--- config.mk ---
export PLATFORM = sky130hd
export DESIGN_NAME = dss_sequencer
export DESIGN_NICKNAME = d
export VERILOG_FILES = /design/src/dss_pkg.sv /design/src/dss_sequencer.sv
export SDC_FILE = /design/constraint.sdc
export NUM_CORES = 1
export LEC_CHECK = 0
export BUFFER_PORTS_ARGS = -buffer_cell sky130_fd_sc_hd__buf_2
export CORE_ASPECT_RATIO = 0.7
export CORE_MARGIN = 1.5
export CORE_UTILIZATION = 62
export DETAILED_ROUTE_END_ITERATION = 16
export PLACE_DENSITY = 0.89
export SYNTH_ARGS = -nofsm -noshare
export SYNTH_HDL_FRONTEND = slang
export SYNTH_SLANG_ARGS = --single-unit
--- constraint.sdc ---
create_clock -name clock -period 10.1 [get_ports clock]
set_clock_uncertainty 0.05 [all_clocks]
set_input_delay 0.505 -clock clock [delete_from_list [all_inputs] [get_ports clock]]
set_output_delay 0.505 -clock clock [all_outputs]
set_load 0.05 [all_outputs]
--- src/dss_pkg.sv ---
`default_nettype none
package dss_pkg;

  localparam int ADDR_W = 16;
  localparam int DATA_W = 16;
  localparam int REG_AW = 8;

  // ==========================================================================
  // Register map
  localparam logic [7:0] OFS_CONTROL = 8'h00;
  localparam logic [7:0] OFS_STATE_ONE = 8'h04;
  localparam logic [7:0] OFS_STATE_TWO = 8'h08;
  localparam logic [7:0] OFS_STATE_THREE = 8'h0c;
  localparam logic [7:0] OFS_COMP_A = 8'h10;
  localparam logic [7:0] OFS_COMP_B = 8'h14;
  localparam logic [7:0] OFS_COMP_C = 8'h18;
  localparam logic [7:0] OFS_COMP_CTRL = 8'h1c;
  localparam logic [7:0] OFS_COMP_DATA = 8'h20;
  localparam logic [7:0] OFS_STATUS = 8'h24;
  localparam logic [7:0] OFS_IRQ_STATUS = 8'h28;
  localparam logic [7:0] OFS_IRQ_MASK = 8'h2c;

  // Control register bits.
  localparam int CTL_ARM = 0;
  localparam int CTL_TRIG = 1;
  localparam int CTL_RANGE = 2;
  localparam int CTL_BRK = 3;
  localparam int CTL_TSOURCE = 4;
  localparam int CTL_TALIGN = 5;
  localparam int CTL_DBGBRK = 6;
  localparam int CTL_W = 7;

  // Comparator control: enables [2:0], tag select [5:3], data compare on channel zero [6].
  localparam int CC_EN_LSB = 0;
  localparam int CC_TAG_LSB = 3;
  localparam int CC_DATA = 6;
  localparam int CC_W = 7;

  localparam int IRQ_FINAL = 0;
  localparam int IRQ_BKPT = 1;
  localparam int IRQ_TAGHIT = 2;
  localparam int IRQ_W = 3;

  localparam logic [3:0] SCR_RESET = 4'hf;

  // Per-channel transition targets.
  localparam logic [2:0] TGT_NONE = 3'h0;
  localparam logic [2:0] TGT_S1 = 3'h1;
  localparam logic [2:0] TGT_S2 = 3'h2;
  localparam logic [2:0] TGT_S3 = 3'h3;
  localparam logic [2:0] TGT_FINAL = 3'h4;
  localparam logic [2:0] TGT_NEXT = 3'h5;

  typedef enum logic [1:0] {
    DSS_STATE_ONE,
    DSS_STATE_TWO,
    DSS_STATE_THREE,
    DSS_STATE_FINAL
  } dss_state_type;

  typedef struct packed {
    logic valid;
    logic [ADDR_W-1:0] addr;
    logic data_valid;
    logic [DATA_W-1:0] data;
  } dss_bus_type;

endpackage

`default_nettype wire

--- src/dss_sequencer.sv ---
`timescale 1ns/1ps
`default_nettype none

module dss_sequencer (
  input wire logic clock,
  input wire logic reset,
  input wire logic [dss_pkg::REG_AW-1:0] reg_addr,
  input wire logic [31:0] reg_wdata,
  input wire logic reg_write,
  input wire logic reg_read,
  output logic [31:0] reg_rdata,
  input wire dss_pkg::dss_bus_type cpu_bus,
  input wire logic [2:0] tag_hit,
  input wire logic bdm_active,
  input wire logic trace_full,
  input wire logic bkpt_ack,
  output logic [2:0] tag_request,
  output logic trigger,
  output logic bkpt_request,
  output logic irq
);

  // ==========================================================================
  // Registers
  logic [dss_pkg::CTL_W-1:0] control;
  logic [3:0] state_one_control;
  logic [3:0] state_two_control;
  logic [3:0] state_three_control;
  logic [dss_pkg::ADDR_W-1:0] comparator_a;
  logic [dss_pkg::ADDR_W-1:0] comparator_b;
  logic [dss_pkg::ADDR_W-1:0] comparator_c;
  logic [dss_pkg::CC_W-1:0] comp_ctrl;
  logic [dss_pkg::DATA_W-1:0] comp_data;
  logic [dss_pkg::IRQ_W-1:0] irq_status;
  logic [dss_pkg::IRQ_W-1:0] irq_mask;
  logic trig_pulse;
  logic disarm;
  logic wait_trace;
  dss_pkg::dss_state_type state;
  dss_pkg::dss_state_type next_state;
  logic final_enter;
  logic [2:0] tag_pending;
  logic [2:0] raw_match;
  logic [2:0] match;
  logic [2:0] tag_valid;
  logic [2:0] event_vec;
  logic [3:0] cur_code;
  logic [8:0] targets;
  logic [2:0] tgt [3];

  wire logic armed = control[dss_pkg::CTL_ARM];
  wire logic range_mode = control[dss_pkg::CTL_RANGE];

  // ==========================================================================
  // Register writes
  always_ff @(posedge clock or posedge reset) begin
    if (reset) begin
      state_one_control <= dss_pkg::SCR_RESET;
      state_two_control <= dss_pkg::SCR_RESET;
      state_three_control <= dss_pkg::SCR_RESET;
      comparator_a <= '0;
      comparator_b <= '0;
      comparator_c <= '0;
      comp_ctrl <= '0;
      comp_data <= '0;
      irq_mask <= '0;
    end else if (reg_write) begin
      case (reg_addr)
        dss_pkg::OFS_STATE_ONE: state_one_control <= reg_wdata[3:0];
        dss_pkg::OFS_STATE_TWO: state_two_control <= reg_wdata[3:0];
        dss_pkg::OFS_STATE_THREE: state_three_control <= reg_wdata[3:0];
        dss_pkg::OFS_COMP_A: comparator_a <= reg_wdata[dss_pkg::ADDR_W-1:0];
        dss_pkg::OFS_COMP_B: comparator_b <= reg_wdata[dss_pkg::ADDR_W-1:0];
        dss_pkg::OFS_COMP_C: comparator_c <= reg_wdata[dss_pkg::ADDR_W-1:0];
        dss_pkg::OFS_COMP_CTRL: comp_ctrl <= reg_wdata[dss_pkg::CC_W-1:0];
        dss_pkg::OFS_COMP_DATA: comp_data <= reg_wdata[dss_pkg::DATA_W-1:0];
        dss_pkg::OFS_IRQ_MASK: irq_mask <= reg_wdata[dss_pkg::IRQ_W-1:0];
        default: begin
        end
      endcase
    end
  end

  // The trigger bit never stores; it acts once in the cycle after the write, and only if the same write sets the arm bit.
  always_ff @(posedge clock or posedge reset) begin
    if (reset) begin
      control <= '0;
      trig_pulse <= 1'b0;
    end else begin
      trig_pulse <= 1'b0;
      if (reg_write && reg_addr == dss_pkg::OFS_CONTROL) begin
        control <= reg_wdata[dss_pkg::CTL_W-1:0];
        control[dss_pkg::CTL_TRIG] <= 1'b0;
        trig_pulse <= reg_wdata[dss_pkg::CTL_TRIG] & reg_wdata[dss_pkg::CTL_ARM];
      end else if (disarm) begin
        control[dss_pkg::CTL_ARM] <= 1'b0;
      end
    end
  end

  // ==========================================================================
  // Comparators
  // Channel zero alone carries the range and data checks; in range mode
  // comparator_b supplies the upper bound and so cannot match on its own.
  always_comb begin
    raw_match = 3'b000;
    if (cpu_bus.valid) begin
      if (range_mode) begin
        raw_match[0] = (cpu_bus.addr >= comparator_a) && (cpu_bus.addr <= comparator_b);
      end else begin
        raw_match[0] = (cpu_bus.addr == comparator_a);
      end
      raw_match[1] = (cpu_bus.addr == comparator_b);
      raw_match[2] = (cpu_bus.addr == comparator_c);
      if (comp_ctrl[dss_pkg::CC_DATA] && !comp_ctrl[dss_pkg::CC_TAG_LSB]) begin
        raw_match[0] = raw_match[0] && cpu_bus.data_valid && (cpu_bus.data == comp_data);
      end
    end
    match = raw_match & comp_ctrl[dss_pkg::CC_EN_LSB +: 3];
    match[1] = match[1] & ~range_mode;
    if (!armed || bdm_active || state == dss_pkg::DSS_STATE_FINAL) begin
      match = 3'b000;
    end
  end

  // ==========================================================================
  // Tagging
  // A match on a tagged channel only marks the opcode; the transition waits
  // until the queue reports that the opcode reached its head.
  always_ff @(posedge clock or posedge reset) begin
    if (reset) begin
      tag_request <= 3'b000;
    end else begin
      tag_request <= match & comp_ctrl[dss_pkg::CC_TAG_LSB +: 3];
    end
  end

  always_ff @(posedge clock or posedge reset) begin
    if (reset) begin
      tag_pending <= 3'b000;
    end else if (disarm || !armed) begin
      tag_pending <= 3'b000;
    end else begin
      tag_pending <= (tag_pending & ~tag_hit) | tag_request;
    end
  end

  assign tag_valid = (armed && !bdm_active && state != dss_pkg::DSS_STATE_FINAL)
                     ? (tag_hit & tag_pending) : 3'b000;
  assign event_vec = (match & ~comp_ctrl[dss_pkg::CC_TAG_LSB +: 3]) | tag_valid;

  // ==========================================================================
  // Transition decode
  // Returns {channel two, channel one, channel zero} targets. Codes below 8
  // keep their original meaning; the fourth bit opens the forking codes.
  function automatic logic [8:0] decode(input logic [3:0] code);
    logic [8:0] t;
    t = {dss_pkg::TGT_NONE, dss_pkg::TGT_NONE, dss_pkg::TGT_NONE};
    case (code)
      4'h0: t = {dss_pkg::TGT_NONE, dss_pkg::TGT_NONE, dss_pkg::TGT_NEXT};
      4'h1: t = {dss_pkg::TGT_NONE, dss_pkg::TGT_NEXT, dss_pkg::TGT_NONE};
      4'h2: t = {dss_pkg::TGT_NEXT, dss_pkg::TGT_NONE, dss_pkg::TGT_NONE};
      4'h3: t = {dss_pkg::TGT_NONE, dss_pkg::TGT_NONE, dss_pkg::TGT_FINAL};
      4'h4: t = {dss_pkg::TGT_NONE, dss_pkg::TGT_FINAL, dss_pkg::TGT_NONE};
      4'h5: t = {dss_pkg::TGT_FINAL, dss_pkg::TGT_NONE, dss_pkg::TGT_NONE};
      4'h6: t = {dss_pkg::TGT_NONE, dss_pkg::TGT_FINAL, dss_pkg::TGT_NEXT};
      4'h7: t = {dss_pkg::TGT_FINAL, dss_pkg::TGT_FINAL, dss_pkg::TGT_FINAL};
      4'h8: t = {dss_pkg::TGT_FINAL, dss_pkg::TGT_NEXT, dss_pkg::TGT_S3};
      4'h9: t = {dss_pkg::TGT_FINAL, dss_pkg::TGT_NONE, dss_pkg::TGT_S2};
      4'ha: t = {dss_pkg::TGT_S2, dss_pkg::TGT_NONE, dss_pkg::TGT_FINAL};
      4'hb: t = {dss_pkg::TGT_NEXT, dss_pkg::TGT_S1, dss_pkg::TGT_FINAL};
      4'hc: t = {dss_pkg::TGT_FINAL, dss_pkg::TGT_S3, dss_pkg::TGT_S1};
      4'hd: t = {dss_pkg::TGT_S3, dss_pkg::TGT_S2, dss_pkg::TGT_S1};
      4'he: t = {dss_pkg::TGT_FINAL, dss_pkg::TGT_NEXT, dss_pkg::TGT_FINAL};
      default: t = {dss_pkg::TGT_NONE, dss_pkg::TGT_NONE, dss_pkg::TGT_NONE};
    endcase
    return t;
  endfunction

  always_comb begin
    case (state)
      dss_pkg::DSS_STATE_ONE: cur_code = state_one_control;
      dss_pkg::DSS_STATE_TWO: cur_code = state_two_control;
      dss_pkg::DSS_STATE_THREE: cur_code = state_three_control;
      default: cur_code = dss_pkg::SCR_RESET;
    endcase
    targets = decode(cur_code);
  end

  // Resolve the relative target into an absolute one for each channel.
  always_comb begin
    for (int ch = 0; ch < 3; ch++) begin
      tgt[ch] = targets[3*ch +: 3];
      if (tgt[ch] == dss_pkg::TGT_NEXT) begin
        case (state)
          dss_pkg::DSS_STATE_ONE: tgt[ch] = dss_pkg::TGT_S2;
          dss_pkg::DSS_STATE_TWO: tgt[ch] = dss_pkg::TGT_S3;
          default: tgt[ch] = dss_pkg::TGT_FINAL;
        endcase
      end
      if (!event_vec[ch]) begin
        tgt[ch] = dss_pkg::TGT_NONE;
      end
    end
  end

  // Final-state targets win outright; otherwise the lowest channel decides.
  always_comb begin
    next_state = state;
    if (tgt[0] == dss_pkg::TGT_FINAL || tgt[1] == dss_pkg::TGT_FINAL
        || tgt[2] == dss_pkg::TGT_FINAL) begin
      next_state = dss_pkg::DSS_STATE_FINAL;
    end else begin
      for (int ch = 2; ch >= 0; ch--) begin
        case (tgt[ch])
          dss_pkg::TGT_S1: next_state = dss_pkg::DSS_STATE_ONE;
          dss_pkg::TGT_S2: next_state = dss_pkg::DSS_STATE_TWO;
          dss_pkg::TGT_S3: next_state = dss_pkg::DSS_STATE_THREE;
          default: begin
          end
        endcase
      end
    end
    if (trig_pulse && state != dss_pkg::DSS_STATE_FINAL) begin
      next_state = dss_pkg::DSS_STATE_FINAL;
    end
    if (!armed || disarm) begin
      next_state = dss_pkg::DSS_STATE_ONE;
    end
  end

  assign final_enter = (next_state == dss_pkg::DSS_STATE_FINAL)
                       && (state != dss_pkg::DSS_STATE_FINAL);

  always_ff @(posedge clock or posedge reset) begin
    if (reset) begin
      state <= dss_pkg::DSS_STATE_ONE;
    end else begin
      state <= next_state;
    end
  end

  // ==========================================================================
  // Trigger and breakpoint
  // With begin alignment and tracing selected the request waits for a full
  // trace buffer; the immediate bit or end alignment requests at once.
  always_ff @(posedge clock or posedge reset) begin
    if (reset) begin
      trigger <= 1'b0;
      bkpt_request <= 1'b0;
      wait_trace <= 1'b0;
    end else begin
      trigger <= final_enter;
      // Software disarm must also drop a request, or it would stay up forever.
      if (disarm || !armed) begin
        bkpt_request <= 1'b0;
        wait_trace <= 1'b0;
      end else if (final_enter && control[dss_pkg::CTL_DBGBRK]) begin
        if (control[dss_pkg::CTL_BRK] || !control[dss_pkg::CTL_TSOURCE]
            || !control[dss_pkg::CTL_TALIGN]) begin
          bkpt_request <= 1'b1;
        end else begin
          wait_trace <= 1'b1;
        end
      end else if (wait_trace && trace_full) begin
        bkpt_request <= 1'b1;
        wait_trace <= 1'b0;
      end
    end
  end

  // Without a breakpoint the session ends when tracing no longer needs the
  // final state; with one, the acknowledge ends it.
  always_comb begin
    disarm = 1'b0;
    if (state == dss_pkg::DSS_STATE_FINAL && armed) begin
      if (control[dss_pkg::CTL_DBGBRK]) begin
        disarm = bkpt_request && bkpt_ack;
      end else begin
        disarm = !control[dss_pkg::CTL_TSOURCE] || control[dss_pkg::CTL_BRK] || trace_full;
      end
    end
  end

  // ==========================================================================
  // Interrupts
  logic [dss_pkg::IRQ_W-1:0] irq_set;
  logic [dss_pkg::IRQ_W-1:0] irq_clr;

  always_comb begin
    irq_set = '0;
    irq_set[dss_pkg::IRQ_FINAL] = final_enter;
    irq_set[dss_pkg::IRQ_BKPT] = wait_trace & trace_full & ~disarm & armed;
    if (final_enter && control[dss_pkg::CTL_DBGBRK] && !disarm) begin
      irq_set[dss_pkg::IRQ_BKPT] = control[dss_pkg::CTL_BRK] | ~control[dss_pkg::CTL_TSOURCE]
                                   | ~control[dss_pkg::CTL_TALIGN];
    end
    irq_set[dss_pkg::IRQ_TAGHIT] = |tag_valid;
    irq_clr = '0;
    if (reg_write && reg_addr == dss_pkg::OFS_IRQ_STATUS) begin
      irq_clr = reg_wdata[dss_pkg::IRQ_W-1:0];
    end
  end

  // Setting wins over a clear in the same cycle so no event is lost.
  always_ff @(posedge clock or posedge reset) begin
    if (reset) begin
      irq_status <= '0;
    end else begin
      irq_status <= (irq_status & ~irq_clr) | irq_set;
    end
  end

  always_ff @(posedge clock or posedge reset) begin
    if (reset) begin
      irq <= 1'b0;
    end else begin
      irq <= |(((irq_status & ~irq_clr) | irq_set) & irq_mask);
    end
  end

  // ==========================================================================
  // Register reads
  // Unmapped addresses read as zero; data appears only in the cycle after
  // the read strobe.
  always_ff @(posedge clock or posedge reset) begin
    if (reset) begin
      reg_rdata <= '0;
    end else begin
      reg_rdata <= '0;
      if (reg_read) begin
        case (reg_addr)
          dss_pkg::OFS_CONTROL: reg_rdata <= 32'(control);
          dss_pkg::OFS_STATE_ONE: reg_rdata <= 32'(state_one_control);
          dss_pkg::OFS_STATE_TWO: reg_rdata <= 32'(state_two_control);
          dss_pkg::OFS_STATE_THREE: reg_rdata <= 32'(state_three_control);
          dss_pkg::OFS_COMP_A: reg_rdata <= 32'(comparator_a);
          dss_pkg::OFS_COMP_B: reg_rdata <= 32'(comparator_b);
          dss_pkg::OFS_COMP_C: reg_rdata <= 32'(comparator_c);
          dss_pkg::OFS_COMP_CTRL: reg_rdata <= 32'(comp_ctrl);
          dss_pkg::OFS_COMP_DATA: reg_rdata <= 32'(comp_data);
          dss_pkg::OFS_STATUS: reg_rdata <= 32'({tag_pending, wait_trace, bkpt_request, state});
          dss_pkg::OFS_IRQ_STATUS: reg_rdata <= 32'(irq_status);
          dss_pkg::OFS_IRQ_MASK: reg_rdata <= 32'(irq_mask);
          default: reg_rdata <= '0;
        endcase
      end
    end
  end

endmodule

`default_nettype wire

==> summary.md <==
| Metric | Value |
|---|---|
| Run status | completed |
| Tcrit/Tclk final | 45.07% |
| Reg power frac | 39.8% |
| Row count | 33 |
| CTS hold repair buffers | 0 |
| Pint | 0.9953 mW |
| TNS Setup | 0 ns |
| Combinational Power Share | 11.6% |
| Pre-CTS WS | 5.729 ns |
| Ratio of cells with drive above 1 in the final layout | 32.42% |
| Total core area | 11,810 µm² |
| Main synth FF type | dfrtp_1 |
| EDFF count, synth | 0 |
| Drt total wl | 23.11 mm |
| Per-cell routed wire length | 24.18 µm |
| Clock share of power | 48.6% |
| Worst slew margin relative to its limit | 20.32% |
| Final hold slack | 0.09419 ns |
| Width of the die | 135.2 µm |
| RR Endpoint | bkpt_request |
| First-pass GRT wire length | 35.67 mm |
| CTS H-tree lvls | 4 |
| Crit path DAT | 4.75 ns |
| Setup bufs post-CTS | 0 |
| Largest net degree at the start of global routing | 80 |
| Final min period | 4.552 ns |
| CTS max path bufs | 2 |
| FF-to-FF Start | state[1] |
| Syn Inst Count | 697 |
| DRT iter0 DRCs | 892 |
| Worst Setup End Kind | flop |
| Min-delay worst type | in2async |
| Maxcap violations | 0 |
| Via count | 6,483 |
| Ant. Diodes | 0 |
| Die area | 12,920 µm² |
| Net switching power | 0.3535 mW |
| P_leak | 3.961 nW |
| Switching share of power | 26.21% |
| CTS root buf | clkbuf_16 |
| Final setup viols | 0 |
| Power density cells | 154.6 nW/µm² |
| Setup ws final | 5.548 ns |
| Worst-Margin Slew | 1.185 ns |
| TritonCTS Buffers | 17 |
| Via density | 6.781 |
| Yosys warning total | 0 |
| Clock-pin slew on the worst setup and hold paths | 0.06 ns |
| Initial Utilization | 64.23% |
| Final net count | 908 |
| Sink Count | 124 |
| Reg2Reg Depth | 15 |
| Fraction of registers with async set or reset after synthesis | 100.0% |
| Vias in the first global route | 6,392 |
| Antenna violations before repair | 0 |
| Mapped Area | 7585 µm² |
| Post-CTS Resized | 0 |
| Max VDD drop | 0.0001374 V |
| Startpoint types | flop |
| Overflow left after global routing | 0 |
| Flops & latches, synth | 124 |
| DR pass1 iterations | 5 |
| Count of cell types in the netlist | 77 |
| CTS tree | built |
| # fillers | 790 |
| Chip height | 95.54 µm |
| HPWL Detailed | 16.30 mm |
| Worst EP required | 10.30 ns |
| Largest fanout on the critical path | 18 |
| R2R setup slack | 5.55 ns |
| RSZ-0062 raised after global routing | false |
| PortBufs | 89 |
| Gr usage total | 37.70% |
| Setup Crit Path Kind | reg2reg |
| Area Overhead vs Synth | 15.00% |
| Post-synthesis sequential area ratio | 41.11% |
| Crit path launch | state[1] |
| RePlAce Congestion | 0.9871 |
| Max Freq | 219.7 MHz |
| Slew Limit Fails | 0 |
| Final hold vios | 0 |
| Post-route DRC | 0 |
| Detail Route Antenna Nets | 0 |
| Syn Area/Cell | 10.88 µm² |
| Insertion delay to the later sink of the worst-skew pair | 0.42 ns |
| I/O pin cnt | 122 |
| Util after Layout | 73.86% |
## sequential cells by signal, summed over array words and instances (netlist names)
signal and cells:
bkpt_request 1, comp_ctrl 7, comp_data 16, comparator_a 16, comparator_b 16, comparator_c 16, control 6, irq 1
irq_mask 3, irq_status 3, reg_rdata 16, state 2, state_one_control 4, state_three_control 4, state_two_control 4, tag_pending 3
tag_request 3, trig_pulse 1, trigger 1, wait_trace 1
## worst max-delay path, cell delays in order, from the launching register on
cell	delay, ns
dfrtp_1	0.36
buf_4	0.22
nand2b_1	0.34
o22a_1	0.43
inv_2	0.17
ha_1	0.42
inv_1	0.17
mux2_2	0.29
o211ai_1	0.29
o21ai_2	0.16
nor3b_1	0.28
a21oi_1	0.11
o2111ai_1	0.32
a32oi_4	0.23
o311ai_4	0.40
a31oi_1	0.13
## through the flow
step	total power, mW	std cells	area (µm²)
after detailed placement	0.6925	924	8090
after global placement	0.6850	924	8090
final	1.349	956	8722
after global routing	1.383	956	8722
after CTS	1.340	956	8722
after floorplan	0.6437	712	7641
## worst max path at each step
stage / to / cells after the start
3_3_place_gp: irq / 15
6_report: bkpt_request / 15
2_1_floorplan: bkpt_request / 1
5_1_grt: bkpt_request / 15
4_1_cts: bkpt_request / 15
3_5_place_dp: irq / 15
## layer usage
metal  track usage (%)  share of wire [%]
met1             52.63                 42
met2             53.87                 42
met3             14.14                 14
met4             12.90                2.7
met5                 0                  0
## power groups by stage
stage	Clock (mW)	Sequential [mW]	Combinational, mW
floorplan	0	0.536	0.107
global placement	0	0.542	0.143
detailed placement	0	0.544	0.149
CTS	0.652	0.536	0.152
global route	0.676	0.538	0.169
finish	0.656	0.537	0.156
## cell usage in the layout (no fill, tap or decap), types with 17 or more instances in the layout
master,synthesis,final
dfrtp_1,112,112
mux2_2,94,94
buf_2,3,89
inv_1,46,45
ha_1,38,38
nand2_1,37,37
nor2_1,35,33
a21oi_1,27,27
a22oi_1,26,26
xor2_1,18,18
clkbuf_16,0,17
## final cells by class
type / instances / area [µm²] / area share [%]
clock inverter: 14 / 192.7 / 2.209
timing repair buffer: 94 / 483.0 / 5.537
inverter: 48 / 182.7 / 2.094
sequential: 124 / 3118 / 35.75
clock buffer: 18 / 439.2 / 5.035
tap: 157 / 196.4 / 2.252
multi-input combinational: 501 / 4110 / 47.12
## synthesized netlist by cell type, types with 4 or more instances
| master | n | share of area (%) |
|---|---|---|
| mux2i_1 | 11 | 1.5 |
| dfstp_2 | 12 | 4.2 |
| o211ai_1 | 5 | 0.49 |
| nand3b_1 | 4 | 0.40 |
| nor4_1 | 8 | 0.66 |
| mux2_2 | 94 | 14 |
| xor2_1 | 18 | 2.1 |
| a222oi_1 | 4 | 0.53 |
| a21oi_1 | 27 | 1.8 |
| clkbuf_1 | 15 | 0.74 |
| buf_4 | 17 | 1.7 |
| dfrtp_1 | 112 | 37 |
| xnor2_1 | 15 | 1.7 |
| nor2_1 | 35 | 1.7 |
| o31a_1 | 4 | 0.46 |
| and2_1 | 5 | 0.41 |
| nand3_1 | 8 | 0.53 |
| o221ai_1 | 5 | 0.58 |
| a21boi_0 | 4 | 0.40 |
| nand2_1 | 37 | 1.8 |
| o22a_1 | 4 | 0.46 |
| nand2b_1 | 6 | 0.49 |
| mux2_4 | 4 | 0.79 |
| a221oi_1 | 12 | 1.4 |
| ha_1 | 38 | 6.3 |
| a31oi_1 | 11 | 0.91 |
| a22oi_1 | 26 | 2.6 |
| o21ai_0 | 9 | 0.59 |
| nand4_1 | 14 | 1.2 |
| or3_1 | 4 | 0.33 |
| nor3_1 | 5 | 0.33 |
| inv_1 | 46 | 2.3 |
| a22o_1 | 11 | 1.3 |
## logic make-up (layout without fill, tap and decap cells)
group	after synthesis	after routing	share of synthesized area, %
AO/OA/AOI/OAI	156	156	15.85
XOR/XNOR	33	33	3.811
AND/OR/NAND/NOR	142	142	9.684
other	1	16	0.04944
buffers and inverters	87	174	5.510
adder cells (fa/ha/maj)	38	38	6.269
multiplexers	116	116	17.72
flip-flops	124	124	41.11
Power figures use the tool's default switching activity.
